### src/dcis_pkg.sv
// dcis_pkg: constants, types and register map of the drive command sequencer
package dcis_pkg;

   // channel and command-slot counts
   localparam int NCH   = 2;
   localparam int NSLOT = 4;
   localparam int SLW   = 2;

   // command types, function codes run consecutively from the base
   typedef enum logic [2:0] {
      CMD_MONITOR      = 3'b000,
      CMD_CONTROL      = 3'b001,
      CMD_PARAM_READ   = 3'b010,
      CMD_PARAM_WRITE  = 3'b011,
      CMD_BULK_WRITE   = 3'b100,
      CMD_CTRL_MONITOR = 3'b101
   } dcis_cmd_t;
   localparam logic [15:0] FUNC_CODE_BASE = 16'h010E;

   // transfer direction bits
   localparam int DIR_TO_DRIVE   = 0;
   localparam int DIR_FROM_DRIVE = 1;

   // channel sequencer states
   typedef enum logic [1:0] {
      ST_IDLE = 2'b00,
      ST_PORT = 2'b01,
      ST_XFER = 2'b10
   } dcis_state_t;

   // port settle time before a transfer
   localparam int PORT_WAIT_US = 15000;
   localparam int CLK_MHZ      = 100;
   localparam int PORT_WAIT_CYC_DEF = PORT_WAIT_US * CLK_MHZ;
   localparam int TMR_W        = 21;

   // line error codes written per channel (decimal 6301 and 3801)
   localparam logic [15:0] LINE_ERR_CODE_CH1 = 16'h189D;
   localparam logic [15:0] LINE_ERR_CODE_CH2 = 16'h0ED9;

   // operation mode display values
   localparam logic [15:0] MODE_NONE  = 16'h0000;
   localparam logic [15:0] MODE_DRIVE = 16'h0006;

   // reset values
   localparam logic [15:0] WORD_RST = 16'h0000;

   // register map, byte offsets within a channel; channel 2 adds CH_STRIDE
   localparam logic [5:0] CH_STRIDE      = 6'h20;
   localparam logic [4:0] OFF_STATUS     = 5'h00;
   localparam logic [4:0] OFF_SER_CODE   = 5'h04;
   localparam logic [4:0] OFF_RESP_WAIT  = 5'h08;
   localparam logic [4:0] OFF_ACT_STEP   = 5'h0C;
   localparam logic [4:0] OFF_DRV_CODE   = 5'h10;
   localparam logic [4:0] OFF_ERR_STEP   = 5'h14;
   localparam logic [4:0] OFF_BULK_PARAM = 5'h18;
   localparam logic [4:0] OFF_MODE       = 5'h1C;

   // status register bit positions
   localparam int ST_BIT_DONE     = 0;
   localparam int ST_BIT_SER_ERR  = 1;
   localparam int ST_BIT_BUSY     = 2;
   localparam int ST_BIT_DRV_ERR  = 3;
   localparam int ST_BIT_DRV_LAT  = 4;
   localparam int ST_BIT_BULK_ERR = 5;

endpackage

### src/dcis_top.sv
// dcis_top: two-channel drive command sequencer with status words and bus slave
//
// Register access over Avalon-MM and the register offsets were left to the implementer.
`timescale 1ns/1ps

// Operation
// - completion flag stands for exactly one program scan after a command ends
// - completion flag pulses also when the command ended in a drive error
// - serial error flag sets on any communication error on the channel
// - busy flag stays high for the whole drive transfer on the channel
// - a drive error sets both the drive error flag and its latch
// - bulk-write command failure sets the bulk-write error flag
// - serial flag, serial code and response wait time clear only at power-up
// - stop-to-run clears drive flags, latch, bulk flag, drive code, error step and parameter
// - serial error code word holds the latest serial error
// - response wait time is read-write; all other words are read-only
// - active step word shows the step of the command being executed
// - drive error code word holds the latest drive error code
// - first error step is caught on the first error only until cleared
// - failing bulk write stores the failing parameter number
// - mode word reports the communication type in use
// - six command types with consecutive function codes
// - each command type has its fixed transfer direction
// - a transfer begins on the rising edge of the drive condition
// - a started transfer completes even if its drive condition drops
// - a command held driven repeats its transfer
// - commands driven together run one at a time in slot order after the last slot run, wrapping
// - wait 15 ms after taking the port before the transfer starts
// - line errors set only the serial flag and the per-channel line code
module dcis_top
   import dcis_pkg::*;
#(
   parameter int PORT_WAIT_CYC = PORT_WAIT_CYC_DEF
) (
   // clock and reset
   input  wire logic                                  ref_clk_i,
   input  wire logic                                  sys_rst_i,
   // program scan
   input  wire logic                                  run_mode_i,
   input  wire logic                                  scan_end_i,
   input  wire logic [NCH-1:0][NSLOT-1:0]             drive_i,
   input  wire dcis_cmd_t [NCH-1:0][NSLOT-1:0]        cmd_kind_i,
   input  wire logic [NCH-1:0][NSLOT-1:0][15:0]       cmd_step_i,
   // transfer engine
   input  wire logic [NCH-1:0]                        xfer_done_i,
   input  wire logic [NCH-1:0]                        xfer_err_i,
   input  wire logic [NCH-1:0][15:0]                  xfer_err_code_i,
   input  wire logic [NCH-1:0][15:0]                  xfer_err_param_i,
   input  wire logic [NCH-1:0]                        line_err_i,
   output logic      [NCH-1:0]                        xfer_req_o,
   output dcis_cmd_t [NCH-1:0]                        xfer_kind_o,
   output logic      [NCH-1:0][15:0]                  xfer_func_o,
   output logic      [NCH-1:0][1:0]                   xfer_dir_o,
   output logic      [NCH-1:0][15:0]                  resp_wait_o,
   // status flags
   output logic                                       done_o,
   output logic      [NCH-1:0]                        ser_err_o,
   output logic      [NCH-1:0]                        busy_o,
   output logic      [NCH-1:0]                        drv_err_o,
   output logic      [NCH-1:0]                        drv_err_latch_o,
   output logic      [NCH-1:0]                        bulk_err_o,
   // avalon-mm slave
   input  wire logic [5:0]                            avs_address,
   input  wire logic                                  avs_read,
   input  wire logic                                  avs_write,
   input  wire logic [31:0]                           avs_writedata,
   input  wire logic [3:0]                            avs_byteenable,
   output logic      [31:0]                           avs_readdata,
   output logic                                       avs_waitrequest
);

   typedef struct packed {
      dcis_state_t           state;
      logic [TMR_W-1:0]      tmr;
      logic [NSLOT-1:0]      pend;
      logic [NSLOT-1:0]      drv_prev;
      logic [SLW-1:0]        cur;
      dcis_cmd_t             kind;
      logic [15:0]           func;
      logic [1:0]            dir;
      logic                  req;
      logic                  busy;
      logic                  ser_err;
      logic                  drv_err;
      logic                  drv_lat;
      logic                  bulk_err;
      logic [15:0]           ser_code;
      logic [15:0]           resp_wait;
      logic [15:0]           act_step;
      logic [15:0]           drv_code;
      logic [15:0]           err_step;
      logic [15:0]           bulk_param;
      logic [15:0]           mode;
   } dcis_chan_t;

   typedef struct packed {
      dcis_chan_t [NCH-1:0]  ch;
      logic                  run_prev;
      logic                  done_pend;
      logic                  done;
      logic                  wait_n;
      logic [31:0]           rdata;
   } dcis_state_all_t;

   dcis_state_all_t q_q;
   dcis_state_all_t q_d;

   // next pending slot in program order after the current one, wrapping
   function automatic logic [SLW:0] pick_next(input logic [NSLOT-1:0] pend,
                                             input logic [SLW-1:0]   cur);
      logic [SLW:0]   res;
      logic [SLW-1:0] idx;
      res = '0;
      idx = '0;
      for (int k = NSLOT; k >= 1; k--) begin
         idx = SLW'(cur + SLW'(k));
         if (pend[idx]) begin
            res = {1'b1, idx};
         end
      end
      return res;
   endfunction

   // fixed transfer direction per command type
   function automatic logic [1:0] cmd_dir(input dcis_cmd_t k);
      logic [1:0] d;
      d = '0;
      unique case (k)
         CMD_MONITOR, CMD_PARAM_READ:                  d[DIR_FROM_DRIVE] = 1'b1;
         CMD_CONTROL, CMD_PARAM_WRITE, CMD_BULK_WRITE: d[DIR_TO_DRIVE] = 1'b1;
         CMD_CTRL_MONITOR:                             d = 2'b11;
         default:                                      d = '0;
      endcase
      return d;
   endfunction

   function automatic logic [15:0] be_merge(input logic [15:0] old,
                                            input logic [31:0] wd,
                                            input logic [3:0]  be);
      logic [15:0] r;
      r = old;
      if (be[0]) begin
         r[7:0] = wd[7:0];
      end
      if (be[1]) begin
         r[15:8] = wd[15:8];
      end
      return r;
   endfunction

   localparam logic [TMR_W-1:0] PORT_LAST = TMR_W'(PORT_WAIT_CYC - 1);

   always_comb begin
      logic              run_rise;
      logic [SLW:0]      nx;
      logic [NSLOT-1:0]  rise;
      logic              hit;
      logic [4:0]        off;
      logic [31:0]       rd;
      dcis_cmd_t         kind;
      run_rise = 1'b0;
      nx       = '0;
      rise     = '0;
      hit      = 1'b0;
      off      = '0;
      rd       = '0;
      kind     = CMD_MONITOR;
      q_d      = q_q;

      run_rise    = run_mode_i & ~q_q.run_prev;
      q_d.run_prev = run_mode_i;

      // the done flag follows the scan boundary so it spans one full scan
      if (scan_end_i) begin
         q_d.done      = q_q.done_pend;
         q_d.done_pend = 1'b0;
      end

      for (int c = 0; c < NCH; c++) begin
         // clears come first so that a same-cycle event still sets its flag
         if (run_rise) begin
            q_d.ch[c].drv_err    = 1'b0;
            q_d.ch[c].drv_lat    = 1'b0;
            q_d.ch[c].bulk_err   = 1'b0;
            q_d.ch[c].drv_code   = WORD_RST;
            q_d.ch[c].err_step   = WORD_RST;
            q_d.ch[c].bulk_param = WORD_RST;
         end

         rise = drive_i[c] & ~q_q.ch[c].drv_prev;
         q_d.ch[c].drv_prev = drive_i[c];
         if (run_mode_i) begin
            q_d.ch[c].pend = q_d.ch[c].pend | rise;
         end

         unique case (q_q.ch[c].state)
            ST_IDLE: begin
               nx = pick_next(q_d.ch[c].pend, q_q.ch[c].cur);
               if (nx[SLW]) begin
                  q_d.ch[c].cur                = nx[SLW-1:0];
                  q_d.ch[c].pend[nx[SLW-1:0]]  = 1'b0;
                  q_d.ch[c].busy               = 1'b1;
                  q_d.ch[c].tmr                = '0;
                  q_d.ch[c].state              = ST_PORT;
                  q_d.ch[c].act_step = cmd_step_i[c][nx[SLW-1:0]];
                  q_d.ch[c].mode               = MODE_DRIVE;
                  // kind is held from selection so a later edit cannot alter a live transfer
                  kind                         = cmd_kind_i[c][nx[SLW-1:0]];
                  q_d.ch[c].kind               = kind;
                  q_d.ch[c].func               = FUNC_CODE_BASE + 16'(kind);
                  q_d.ch[c].dir                = cmd_dir(kind);
               end
            end
            ST_PORT: begin
               q_d.ch[c].tmr = TMR_W'(q_q.ch[c].tmr + 1'b1);
               if (q_q.ch[c].tmr >= PORT_LAST) begin
                  q_d.ch[c].state = ST_XFER;
                  q_d.ch[c].req   = 1'b1;
               end
            end
            ST_XFER: begin
               // drive condition is read here only to re-queue a held command, so a drop never aborts
               if (xfer_done_i[c]) begin
                  q_d.ch[c].req   = 1'b0;
                  q_d.ch[c].busy  = 1'b0;
                  q_d.ch[c].state = ST_IDLE;
                  q_d.done_pend   = 1'b1;
                  q_d.ch[c].drv_err = xfer_err_i[c];
                  kind = q_q.ch[c].kind;
                  if (xfer_err_i[c]) begin
                     q_d.ch[c].drv_lat  = 1'b1;
                     q_d.ch[c].ser_err  = 1'b1;
                     q_d.ch[c].ser_code = xfer_err_code_i[c];
                     q_d.ch[c].drv_code = xfer_err_code_i[c];
                     if (!q_q.ch[c].drv_lat || run_rise) begin
                        q_d.ch[c].err_step = q_q.ch[c].act_step;
                     end
                     if (kind == CMD_BULK_WRITE) begin
                        q_d.ch[c].bulk_err   = 1'b1;
                        q_d.ch[c].bulk_param = xfer_err_param_i[c];
                     end
                  end
                  if (drive_i[c][q_q.ch[c].cur] && run_mode_i) begin
                     q_d.ch[c].pend[q_q.ch[c].cur] = 1'b1;
                  end
               end
            end
            default: begin
               q_d.ch[c].state = ST_IDLE;
            end
         endcase

         // framing, parity or overrun: serial flag and line code only
         if (line_err_i[c]) begin
            q_d.ch[c].ser_err  = 1'b1;
            q_d.ch[c].ser_code = (c == 0) ? LINE_ERR_CODE_CH1 : LINE_ERR_CODE_CH2;
         end
      end

      // bus slave: one wait cycle, then the access completes
      hit = avs_read | avs_write;
      q_d.wait_n = hit & ~q_q.wait_n;
      for (int c = 0; c < NCH; c++) begin
         if (avs_address[5] == c[0]) begin
            off = avs_address[4:0];
            unique case (off)
               OFF_STATUS: begin
                  rd[ST_BIT_DONE]     = q_q.done;
                  rd[ST_BIT_SER_ERR]  = q_q.ch[c].ser_err;
                  rd[ST_BIT_BUSY]     = q_q.ch[c].busy;
                  rd[ST_BIT_DRV_ERR]  = q_q.ch[c].drv_err;
                  rd[ST_BIT_DRV_LAT]  = q_q.ch[c].drv_lat;
                  rd[ST_BIT_BULK_ERR] = q_q.ch[c].bulk_err;
               end
               OFF_SER_CODE:   rd[15:0] = q_q.ch[c].ser_code;
               OFF_RESP_WAIT:  rd[15:0] = q_q.ch[c].resp_wait;
               OFF_ACT_STEP:   rd[15:0] = q_q.ch[c].act_step;
               OFF_DRV_CODE:   rd[15:0] = q_q.ch[c].drv_code;
               OFF_ERR_STEP:   rd[15:0] = q_q.ch[c].err_step;
               OFF_BULK_PARAM: rd[15:0] = q_q.ch[c].bulk_param;
               OFF_MODE:       rd[15:0] = q_q.ch[c].mode;
               default:        rd = '0;
            endcase
            // only the wait time word takes writes; the rest ignore them
            if (avs_write && q_q.wait_n && off == OFF_RESP_WAIT) begin
               q_d.ch[c].resp_wait = be_merge(q_q.ch[c].resp_wait,
                                              avs_writedata, avs_byteenable);
            end
         end
      end
      if (avs_read && !q_q.wait_n) begin
         q_d.rdata = rd;
      end
   end

   // power-up reset is the only clear of serial flag, code and wait time
   always_ff @(posedge ref_clk_i or posedge sys_rst_i) begin
      if (sys_rst_i) begin
         q_q <= '0;
      end else begin
         q_q <= q_d;
      end
   end

   always_comb begin
      for (int c = 0; c < NCH; c++) begin
         xfer_req_o[c]      = q_q.ch[c].req;
         xfer_kind_o[c]     = q_q.ch[c].kind;
         xfer_func_o[c]     = q_q.ch[c].func;
         xfer_dir_o[c]      = q_q.ch[c].dir;
         resp_wait_o[c]     = q_q.ch[c].resp_wait;
         ser_err_o[c]       = q_q.ch[c].ser_err;
         busy_o[c]          = q_q.ch[c].busy;
         drv_err_o[c]       = q_q.ch[c].drv_err;
         drv_err_latch_o[c] = q_q.ch[c].drv_lat;
         bulk_err_o[c]      = q_q.ch[c].bulk_err;
      end
      done_o          = q_q.done;
      avs_readdata    = q_q.rdata;
      avs_waitrequest = ~q_q.wait_n;
   end

endmodule

### config.mk
export PLATFORM = sky130hd
export DESIGN_NAME = dcis_top
export DESIGN_NICKNAME = d
export VERILOG_FILES = /design/src/dcis_pkg.sv /design/src/dcis_top.sv
export SDC_FILE = /design/constraint.sdc
export NUM_CORES = 1
export LEC_CHECK = 0
export ABC_AREA = 1
export BUFFER_PORTS_ARGS = -buffer_cell sky130_fd_sc_hd__buf_2
export CAP_MARGIN = 0
export CORE_MARGIN = 10
export CORE_UTILIZATION = 35
export DETAILED_ROUTE_END_ITERATION = 6
export GPL_TIMING_DRIVEN = 0
export PLACE_DENSITY_LB_ADDON = 0.05
export SKIP_LAST_GASP = 1
export SLEW_MARGIN = 20
export SYNTH_ARGS = -nofsm -noshare
export SYNTH_HDL_FRONTEND = slang
export SYNTH_SLANG_ARGS = --single-unit
export TNS_END_PERCENT = 100
### constraint.sdc
create_clock -name ref_clk_i -period 13.1 [get_ports ref_clk_i]
set_input_delay 0.655 -clock ref_clk_i [delete_from_list [all_inputs] [get_ports ref_clk_i]]
set_output_delay 0.655 -clock ref_clk_i [all_outputs]
set_load 0.03 [all_outputs]
* After elaboration in Yosys (flattened, before gate mapping) *
Index checks and enable logic that the tools add are counted.
Widths: inputs -> output; s select.

storage, ports and cells
  flip-flop bits (word level) = 350
  output and inout bits = 120
  word-level logic and storage cells = 290

cells by class
  $add $sub $neg = 10
  order comparisons = 16
  equal/unequal tests = 29
  mux-type cells = 116
  bitwise logic cells = 18
  reduce and logical (&&, ||, !) cells = 52

operators by type and width
  operator               count
  $mux 48                8
  $mux 16                10
  $pmux 6 s8             2
  $pmux 21 s2            2
  $pmux 10 s7            1
  $bmux 16 s2            2
  $pmux 10 s6            1
  $mux 27                2
  $mux 22                2
  $add 21x1->21 const B  2
  $ge 21x21->1 const B   2
  $mux 3                 14
  $mux 20                2
  $mux 18                2
  $reduce_and 3->1       12
  $mux 1                 32
  $mux 32                1
  $lt 2x3->1 const B     10
  $mux 4                 6
  $reduce_bool 2->1      12
  $add 9x3->10 const A   2
  $bmux 1 s2             10
  $eq 5x5->1 const B     4
  $eq 3x3->1 const B     6
  32 further kinds       94

* Logic depth before layout (Yosys ltp) *
Gate-level depths: netlist (run 1).

  depth in word-level cells = 19
  gate-level depth with buffers = 20
  gate-level depth less buffers = 19

* Worst setup path after synthesis (run 1) *
Ideal clock, no wire load.

  path type = register -> register
  from = register q_q[175] in the netlist's numbering
  to = register q_q, in the netlist xfer_func_o[2]
  library setup time = 0.083 ns
  arrival = 2.429 ns
  slack = 10.588 ns
  stages on the path, launching flop included = 18
  buffers on the path = 3
  clock period less this slack = 2.512 ns
  path through = dfrtp_1 > buf_4 > inv_2 > buf_6 > ha_1 > inv_1 > nand3_1 > nand2_1 > nand2_1 > nand2_2 > nand2_4 > nand2_8 > buf_6 > nand2_1 > nand3_1 > and2_1 > ha_1 > o21ai_0

on the way
  cells in the longest elaborated chain, start to end = 10
  elaborated cells on any way between the ends = 20
  those cells by class = add/sub (4); mux (15); reduce/logical (1)

RTL lines
  element                                                 RTL line                          source
  from (decl)                                             dcis_top.sv:105                   dcis_state_all_t q_q;
  from (signal assigned)                                  dcis_top.sv:301                   q_q <= q_d;
  $add 2x2->2 or $bmux 1 s2 (tied branches)               dcis_top.sv:116, dcis_top.sv:117
  $bmux 1 s2 or $mux 1 (tied branches)                    dcis_top.sv:117                   if (pend[idx]) begin
  $mux 1 (not written as such) or $mux 3 (tied branches)  dcis_top.sv:117
  $mux 3 (2 in series)                                    dcis_top.sv:117
  $mux 3 *                                                dcis_top.sv:117
  $mux 3 *                                                dcis_top.sv:196                   unique case (q_q.ch[c].state)
  $bmux 3 s2                                              dcis_top.sv:208                   kind = cmd_kind_i[c][nx[SLW-1:0]];
  $mux 3 (not written as such)                            dcis_top.sv:208
  $add 9x3->10                                            dcis_top.sv:210                   q_d.ch[c].func = FUNC_CODE_BASE + 16'(kind);

Mark *: on every way between the ends. The rest lies on a longest branch, timed or not. The select of a mux whose other input is x is not followed.
A chain may end at the register's enable or synchronous reset.

* Worst setup path in the final report (run 1) *
  from = input avs_address[0]
  to = register q_q, in the netlist avs_readdata[14]

on the way
  cells in the longest elaborated chain, start to end = 5
  elaborated cells on any way between the ends = 11
  those cells by class = eq/ne (6); mux (4); reduce/logical (1)

RTL lines
  element                             RTL line         source
  from (decl)                         dcis_top.sv:63   input wire logic [5:0] avs_address,
  $eq 5x5->1 (tied with other cells)  dcis_top.sv:266  unique case (off)
  $pmux 10 s6                         dcis_top.sv:266
  $mux 16                             dcis_top.sv:264  if (avs_address[5] == c[0]) begin
  $pmux 10 s7                         dcis_top.sv:266
  $mux 32 *                           dcis_top.sv:264

Mark *: on every way between the ends. The rest lies on a longest branch, timed or not.

==> results of run 1 <==
==> stage by stage <==
stage               total power, mW  setup slack (ns)  util [%]
floorplan                     1.152             3.872         -
global placement              1.252           -0.2483     41.11
detailed placement            1.256             9.626     41.30
CTS                           2.369             10.21     44.08
global route                  2.433             9.980     44.09
finish                        2.347             10.17     44.12
==> how the worst max path moves through the flow <==
stage | start | to | slack, ns | cells past startpoint
floorplan | sys_rst_i | avs_readdata[0] | 3.87 | 1
global placement | sys_rst_i | q_q[111] | -0.25 | 2
detailed placement | avs_address[0] | avs_readdata[14] | 9.63 | 9
CTS | q_q[175] | xfer_func_o[2] | 10.21 | 14
global route | q_q[175] | xfer_func_o[2] | 9.98 | 14
finish | avs_address[0] | avs_readdata[14] | 10.17 | 9
==> power groups by stage <==
| stage | Sequential, mW | Combinational [mW] | Clock (mW) |
|---|---|---|---|
| global route | 0.999 | 0.264 | 1.17 |
| CTS | 0.997 | 0.243 | 1.13 |
| floorplan | 1.01 | 0.145 | 0 |
| global placement | 1.01 | 0.238 | 0 |
| finish | 0.997 | 0.242 | 1.11 |
| detailed placement | 1.01 | 0.242 | 0 |
==> layer usage <==
layer,GRT usage [%],part of all wire [%],up-vias
li1,-,-,7529
met1,29.95,45,7544
met2,35.39,46,509
met3,4.818,6.8,75
met4,6.506,2.2,2
met5,0,0.011,-
==> logic make-up (layout without fill, tap and decap cells) <==
logic type	after synthesis	count (layout)	share of synthesized area, %
flops	310	310	46.67
mux	2	2	0.1204
fa+ha+maj	12	12	0.9033
compound gates	445	445	16.57
other cells	1	43	0.02256
buf+inv	458	868	13.59
xor+xnor	8	8	0.4215
simple gates	815	815	21.71
==> worst max-delay path: cells and delay by family <==
kind	cells	cell delay (ns)
compound gates	4	0.98
buf+inv	2	0.98
simple gates	3	0.73
==> synthesized netlist by cell type, drive strengths merged, types with 20 or more instances <==
| library cell | number |
|---|---|
| nor2 | 107 |
| o21ai | 192 |
| o22ai | 39 |
| o21bai | 21 |
| a21oi | 73 |
| clkbuf | 55 |
| a22oi | 29 |
| nand3 | 200 |
| o211ai | 31 |
| dfrtp | 310 |
| nand4 | 20 |
| buf | 153 |
| nand2 | 457 |
| inv | 247 |
==> area by class of cell <==
cell class,count,area [um2],share of cell area [%]
timing repair buffer,344,1789,8.674
inverter,250,948.4,4.598
buffer,208,1318,6.387
sequential,310,7757,37.61
tap,607,759.5,3.682
clock buffer,57,1146,5.556
multi-input combinational,1318,6738,32.66
antenna,7,17.52,0.08492
clock inverter,9,153.9,0.7461
==> sequential cells by signal (all words and copies together), names as in the netlist, 4 cells and up <==
name	count
avs_readdata	16
q_q	230
resp_wait_o	32
xfer_dir_o	4
xfer_func_o	9
xfer_kind_o	6
==> metrics.md, run 1 <==
| Metric | Value |
|---|---|
| WP data required | 13.54 ns |
| Area delta synth->final | 24.09% |
| Worst Path Arrival | 3.37 ns |
| Mapped Area | 0.01662 mm2 |
| Largest cells by area after synthesis | dfrtp_1 (47%), nand2_1 (10%), nand3_1 (5.8%), buf_4 (5.7%), o21ai_0 (5.4%) |
| Iter 0 DRT Violations | 1149 |
| Least-Margin Pin Slew | 1.036 ns |
| Power share of the combinational group | 10.3% |
| Total wire length | 64710 um |
| Post-Layout Cell Count | 3110 |
| Max-cap viol count | 0 |
| Pwr dens | 113.8 mW/mm2 |
| Sequential-to-total area share from yosys stat | 46.67% |
| CTS H-tree depth | 2 |
| # DRC | 0 |
| Setup violators final | 0 |
| CP Capture Type | flip-flop |
| Status | finished clean |
| Commonest non-fill, non-tap cells in the layout | nand2_1 (442), buf_2 (353), dfrtp_1 (310) |
| CTS root buffer | clkbuf_16 |
| Pin count of the biggest net entering global routing | 88 |
| Startpoint type of the worst setup path | input port |
| VDD IR max | 69.59 uV |
| Die H | 237.9 um |
| Core area | 0.04675 mm2 |
| Post-route setup TNS | 0 ns |
| Clock share of power | 47.2% |
| Post-CTS sizing | 0 |
| Final Max Slew Viols | 0 |
| Max Freq | 341.1 MHz |
| Clock buffer depth | 3 |
| CTS tree | done |
| Synth Flop Type | dfrtp_1 |
| Total grt overflow | 0 |
| Total clock sinks | 310 |
| DR vias | 15660 |
| Synth Register Bits | 310 |
| Placed cell area | 0.01931 mm2 |
| Die area | 0.05661 mm2 |
| First-pass GRT wire length | 97700 um |
| Num rows | 79 |
| Sw Ratio | 25.35% |
| Nets@finish | 2760 |
| Placed cells | 3037 |
| Starting Density | 35.55% |
| R2R Setup Slk | 10.24 ns |
| Int Pwr | 1.752 mW |
| Hold WS | 0.1655 ns |
| Leading area contributor after synthesis | dfrtp_1 |
| Fillers | 4790 |
| Synth unique cells | 59 |
| Final ANT Viol Nets | 0 |
| Reg power frac | 42.5% |
| RSZ-0062 raised after global routing | no |
| Most common cell after layout, fill and taps aside | nand2_1 |
| Post-Syn Instances | 2051 |
| Critical Path, Cell by Cell | buf_2 > nor2_2 > nand3_1 > clkbuf_1 > o22ai_1 > a221oi_1 > o211ai_1 > nand2_1 > a21oi_1 |
| Ys async rst share | 100.0% |
| Setup CP Type | in2reg |
| Final Cycle Share | 22.38% |
| Worst r2r src | q_q[175] |
| CP max-delay cell | clkbuf_1 |
| Avg Inst Size Synth | 8.104 um2 |
| Max FO, Critical Path | 10 |
| Hold violation count in the final report | 0 |
| Share of the synthesized area in the top cell type | 46.67% |
| Reg2reg end | xfer_func_o[2] |
| First-pass detailed-route iteration total | 7 |
| Number of flops mapped to enable cells by yosys | 0 |
| # port buffers | 341 |
| R2r worst-path depth | 14 |
| Post-CTS setup buffer count | 0 |
| Finished Cell Area | 0.02063 mm2 |
| Final min period | 2.931 ns |
| GR Util All Layers | 22.27% |
| Yosys warnings | 0 |
| Placer Congestion | 0.8955 |
| HP Class | in2async |
| Die width | 237.9 um |
| Wire per inst | 20.81 um |
| Clock-pin slew on the worst setup and hold paths | 0.06 ns |
| Clk_lat worst skew | 0.56 ns |
| Clk_skew | 0.01646 ns |
| Max incr delay on CP | 0.83 ns |
| # IOs | 398 |
| Share of cells above drive strength 1 | 24.04% |
| Leakage Power | 10.53 nW |
| Hold Buf Count CTS | 0 |
| CTS buffer count | 38 |
| Post-DP HPWL | 51200 um |
| DR vias/cell | 5.035 |
| Worst slew margin | 30.96% |
| NetSw | 0.5950 mW |
| Initial antenna violation count | 6 |
| Vias in the first global route | 15870 |
(Power assumes the default switching activity.)
==> run 2, diff against run 1 <==
--- a/config.mk
+++ b/config.mk
@@ -5,7 +5,7 @@
 export SDC_FILE = /design/constraint.sdc
 export NUM_CORES = 1
 export LEC_CHECK = 0
-export ABC_AREA = 1
+export ABC_AREA = 0
 export BUFFER_PORTS_ARGS = -buffer_cell sky130_fd_sc_hd__buf_2
 export CAP_MARGIN = 0
 export CORE_MARGIN = 10
==> constraint.sdc (replaced) <==
create_clock -name ref_clk_i -period 2.5 [get_ports ref_clk_i]
set_input_delay 0.125 -clock ref_clk_i [delete_from_list [all_inputs] [get_ports ref_clk_i]]
set_output_delay 0.125 -clock ref_clk_i [all_outputs]
set_load 0.03 [all_outputs]
==> metrics.md, run 2 <==
| Metric | Value |
|---|---|
| WL met1 | 27560 um (-6.1%) |
| Post-Syn Instances | 1708 (-17%) |
| Vias in the first global route | 16090 (+1.4%) |
| CP Capture Type | flip-flop |
| Top-count cell post-synth | nand2_1 |
| Setup violators final | 26 (+26) |
| Die area | 0.05579 mm2 (-1.4%) |
| Avg Inst Size Synth | 9.578 um2 (+18%) |
| Share of the synthesized area in the top cell type | 47.42% (+0.75 points) |
| Largest register by flop count | q_q |
| Synth cell count leaders | nand2_1 (372), dfrtp_1 (310), buf_4 (119) |
| Mapped Area | 0.01636 mm2 (-1.6%) |
| Max incr delay on CP | 0.45 ns (-0.38 ns) |
| Initial antenna violation count | 13 (+7) |
| CTS H-tree depth | 2 (unchanged) |
| R2R Setup Slk | -0.29 ns (-10.53 ns) |
| Leading area contributor after synthesis | dfrtp_1 |
| HP Class | in2reg |
| Number of flops mapped to enable cells by yosys | 0 (unchanged) |
| Iter 0 DRT Violations | 1028 (-11%) |
| # port buffers | 340 (-0.29%) |
| CTS root buffer | clkbuf_16 |
| Total clock sinks | 310 (unchanged) |
| Total Power | 17.22 mW (+630%) |
| Sequential-to-total area share from yosys stat | 47.42% (+0.75 points) |
| Final ANT Viol Nets | 0 (unchanged) |
| Max FO, Critical Path | 7 (-3) |
| DR vias | 15310 (-2.2%) |
| Delay-heaviest family, CP | compound AO/OA/AOI/OAI gates |
| First-pass detailed-route iteration total | 5 (-2) |
| Wire per inst | 21.21 um (+1.9%) |
| Status | finished, violations left |
| Num rows | 79 (unchanged) |
| Max reg flops | 230 (unchanged) |
| Number of buffers and inverters on the critical path | 4 (+2) |
| Die width | 236.2 um (-0.73%) |
| Clk_lat worst skew | 0.56 ns (about the same) |
| Die H | 236.2 um (-0.73%) |
| Total wire length | 63180 um (-2.4%) |
| Placer Congestion | 0.8366 (-6.6%) |
| Synth Flop Type | dfrtp_1 |
| WP data required | 2.94 ns (-10.60 ns) |
| Worst Path Arrival | 3.22 ns (-0.15 ns) |
| Core area | 0.04636 mm2 (-0.85%) |
| Post-DP HPWL | 47260 um (-7.7%) |
| Starting Density | 35.29% (-0.26 points) |
| Final Cycle Share | 111.4% |
| Synth unique cells | 76 (+29%) |
| Final WS setup | -0.2860 ns (-10.45 ns) |
| Total grt overflow | 0 (unchanged) |
| Final min period | 2.786 ns |
| Failing checks | negative setup slack |
| Met2 wire length | 30010 um (+1.7%) |
| Pin count of the biggest net entering global routing | 32 (-64%) |
| Nets@finish | 2627 (-4.8%) |
| Most common cell after layout, fill and taps aside | nand2_1 |
| Area delta synth->final | 39.22% |
| Clk_skew | 0.02402 ns (+0.007559 ns) |
| Clock buffer depth | 3 (unchanged) |
| Hold WS | 0.02245 ns (-0.1431 ns) |
| Max Freq | 358.9 MHz |
| Commonest non-fill, non-tap cells in the layout | nand2_1 (371), buf_2 (346), dfrtp_1 (307) |
| Setup CP Type | reg2reg |
| Metal3 WL | 3934 um (-10%) |
| Synth Register Bits | 310 (unchanged) |
| CTS tree | done |
| Leakage Power | 10.91 nW (+3.6%) |
| # DRC | 0 (unchanged) |
| Startpoint type of the worst setup path | flip-flop |
| Worst slew margin | 35.01% (+4.1 points) |
| Ys async rst share | 100.0% (unchanged) |
| Critical Path, Cell by Cell | buf_6 > inv_4 > ha_4 > a21o_1 > a31o_1 > o32ai_2 > o311ai_4 > buf_12 > buf_12 > mux4_2 > mux2_4 |
| Max-cap viol count | 0 (unchanged) |
| Share of cells above drive strength 1 | 30.69% (+6.7 points) |
| Largest cells by area after synthesis | dfrtp_1 (47%), nand2_1 (8.5%), buf_4 (5.5%), mux2_2 (4.0%), a22oi_1 (3.2%) |
| Clock-pin slew on the worst setup and hold paths | 0.06 ns (about the same) |
| Top sig layer | met5 |
| GR Util All Layers | 22.01% (-0.26 points) |
| Least-Margin Pin Slew | 0.9674 ns (-0.06820 ns) |
| Pwr dens | 756.1 mW/mm2 (+560%) |
| Hold violation count in the final report | 0 (unchanged) |
| Yosys warnings | 0 (unchanged) |
| RSZ-0062 raised after global routing | yes |
| CP max-delay cell | mux4_2 |
| Final Max Slew Viols | 0 (unchanged) |
| Most used cell, CP | buf_12 |
| # IOs | 398 (unchanged) |
| First-pass GRT wire length | 96700 um (-1.0%) |
| DR vias/cell | 5.140 (+2.1%) |
| CTS buffer count | 38 (unchanged) |
| Core Util, Final | 49.13% (+5.0 points) |
| VDD IR max | 482.8 uV (+590%) |
==> run 2: changes by cell type after synthesis, sizes merged, moves of 21 or more <==
cell	previous run	this run
nand3	200	78
a31oi	5	26
mux2	0	58
a22o	1	24
nor2	107	71
inv	247	27
o21ai	192	100
nand2	457	372
o211ai	31	8
o22ai	39	0
mux2i	2	49
mux4	0	21
a22oi	29	70
==> run 2: path summary, 6_finish.rpt <==
check                                     start         endpoint  depth (start not counted)
worst max-delay path                   q_q[347]         q_q[279]                         11
worst min-delay path             cmd_step_i[67]         q_q[275]                          3
worst max register to register         q_q[347]         q_q[279]                         11
worst min register to register  avs_readdata[9]  avs_readdata[9]                          2
max in group asynchronous             sys_rst_i         q_q[181]                          7
min in group asynchronous             sys_rst_i         q_q[284]                          3
==> run 2: kinds of logic (layout without fill, tap and decap cells) <==
group                    count (synthesis)  in the layout  share of synthesized area [%]
multiplexers                           128            128                          9.950
adder cells (fa/ha/maj)                 12             12                         0.9178
XOR/XNOR                                11             11                         0.5889
AND/OR/NAND/NOR                        631            631                          16.96
buffers and inverters                  234            853                          8.344
other                                    1             46                        0.02292
flip-flops                             310            310                          47.42
AO/OA/AOI/OAI                          381            381                          15.79
==> run 2: per-stage QoR <==
stage	instance area, um2	TNS, ns	cells	worst slack [ns]
final	22780	-5.682	2979	-0.2860
after global routing	22770	-8.419	2976	-0.3863
after global placement	19000	-1269.84	2690	-3.983
after CTS	22580	-6.606	2962	-0.3198
after detailed placement	19240	-49.83	2701	-0.7736
after floorplan	16540	-547.18	1743	-1.752
==> run 2: report_power, final <==
part / switching, mW / internal [mW] / leakage [nW] / total (mW)
registers: 0.457 / 5.46 / 4.00 / 5.92
logic: 2.79 / 2.72 / 6.28 / 5.51
clock network: 2.22 / 3.58 / 0.635 / 5.79
total: 5.46 / 11.8 / 10.9 / 17.2
==> run 2: timing repair <==
action	CTS	global route
endpoints found under the setup margin	119	150
pin swaps	12	8
hold endpoints to repair	205	0
hold buffers	168	0
resized for setup	44	44
buffers inserted	27	8
cloned	1	0
==> run 2: routing by layer <==
metal,vias up,global-route usage [%]
li1,7207,-
met1,7544,28.68
met2,441,35.81
met3,111,4.788
met4,8,6.910
met5,-,0
==> run 2: worst min-delay path: stages <==
cell    delay (ns)
buf_2         0.07
mux4_2        0.21
mux2_2        0.13
==> run 2: layout make-up <==
class / instances / area (um2)
Tap cell: 607 / 759.5
Fill cell: 4434 / 23580
Antenna cell: 10 / 25.02
Buffer: 206 / 1330
Multi-Input combinational cell: 1199 / 7555
Clock buffer: 61 / 1201
Timing Repair Buffer: 555 / 3929
Clock inverter: 4 / 95.09
Inverter: 27 / 120.1
Sequential cell: 310 / 7761
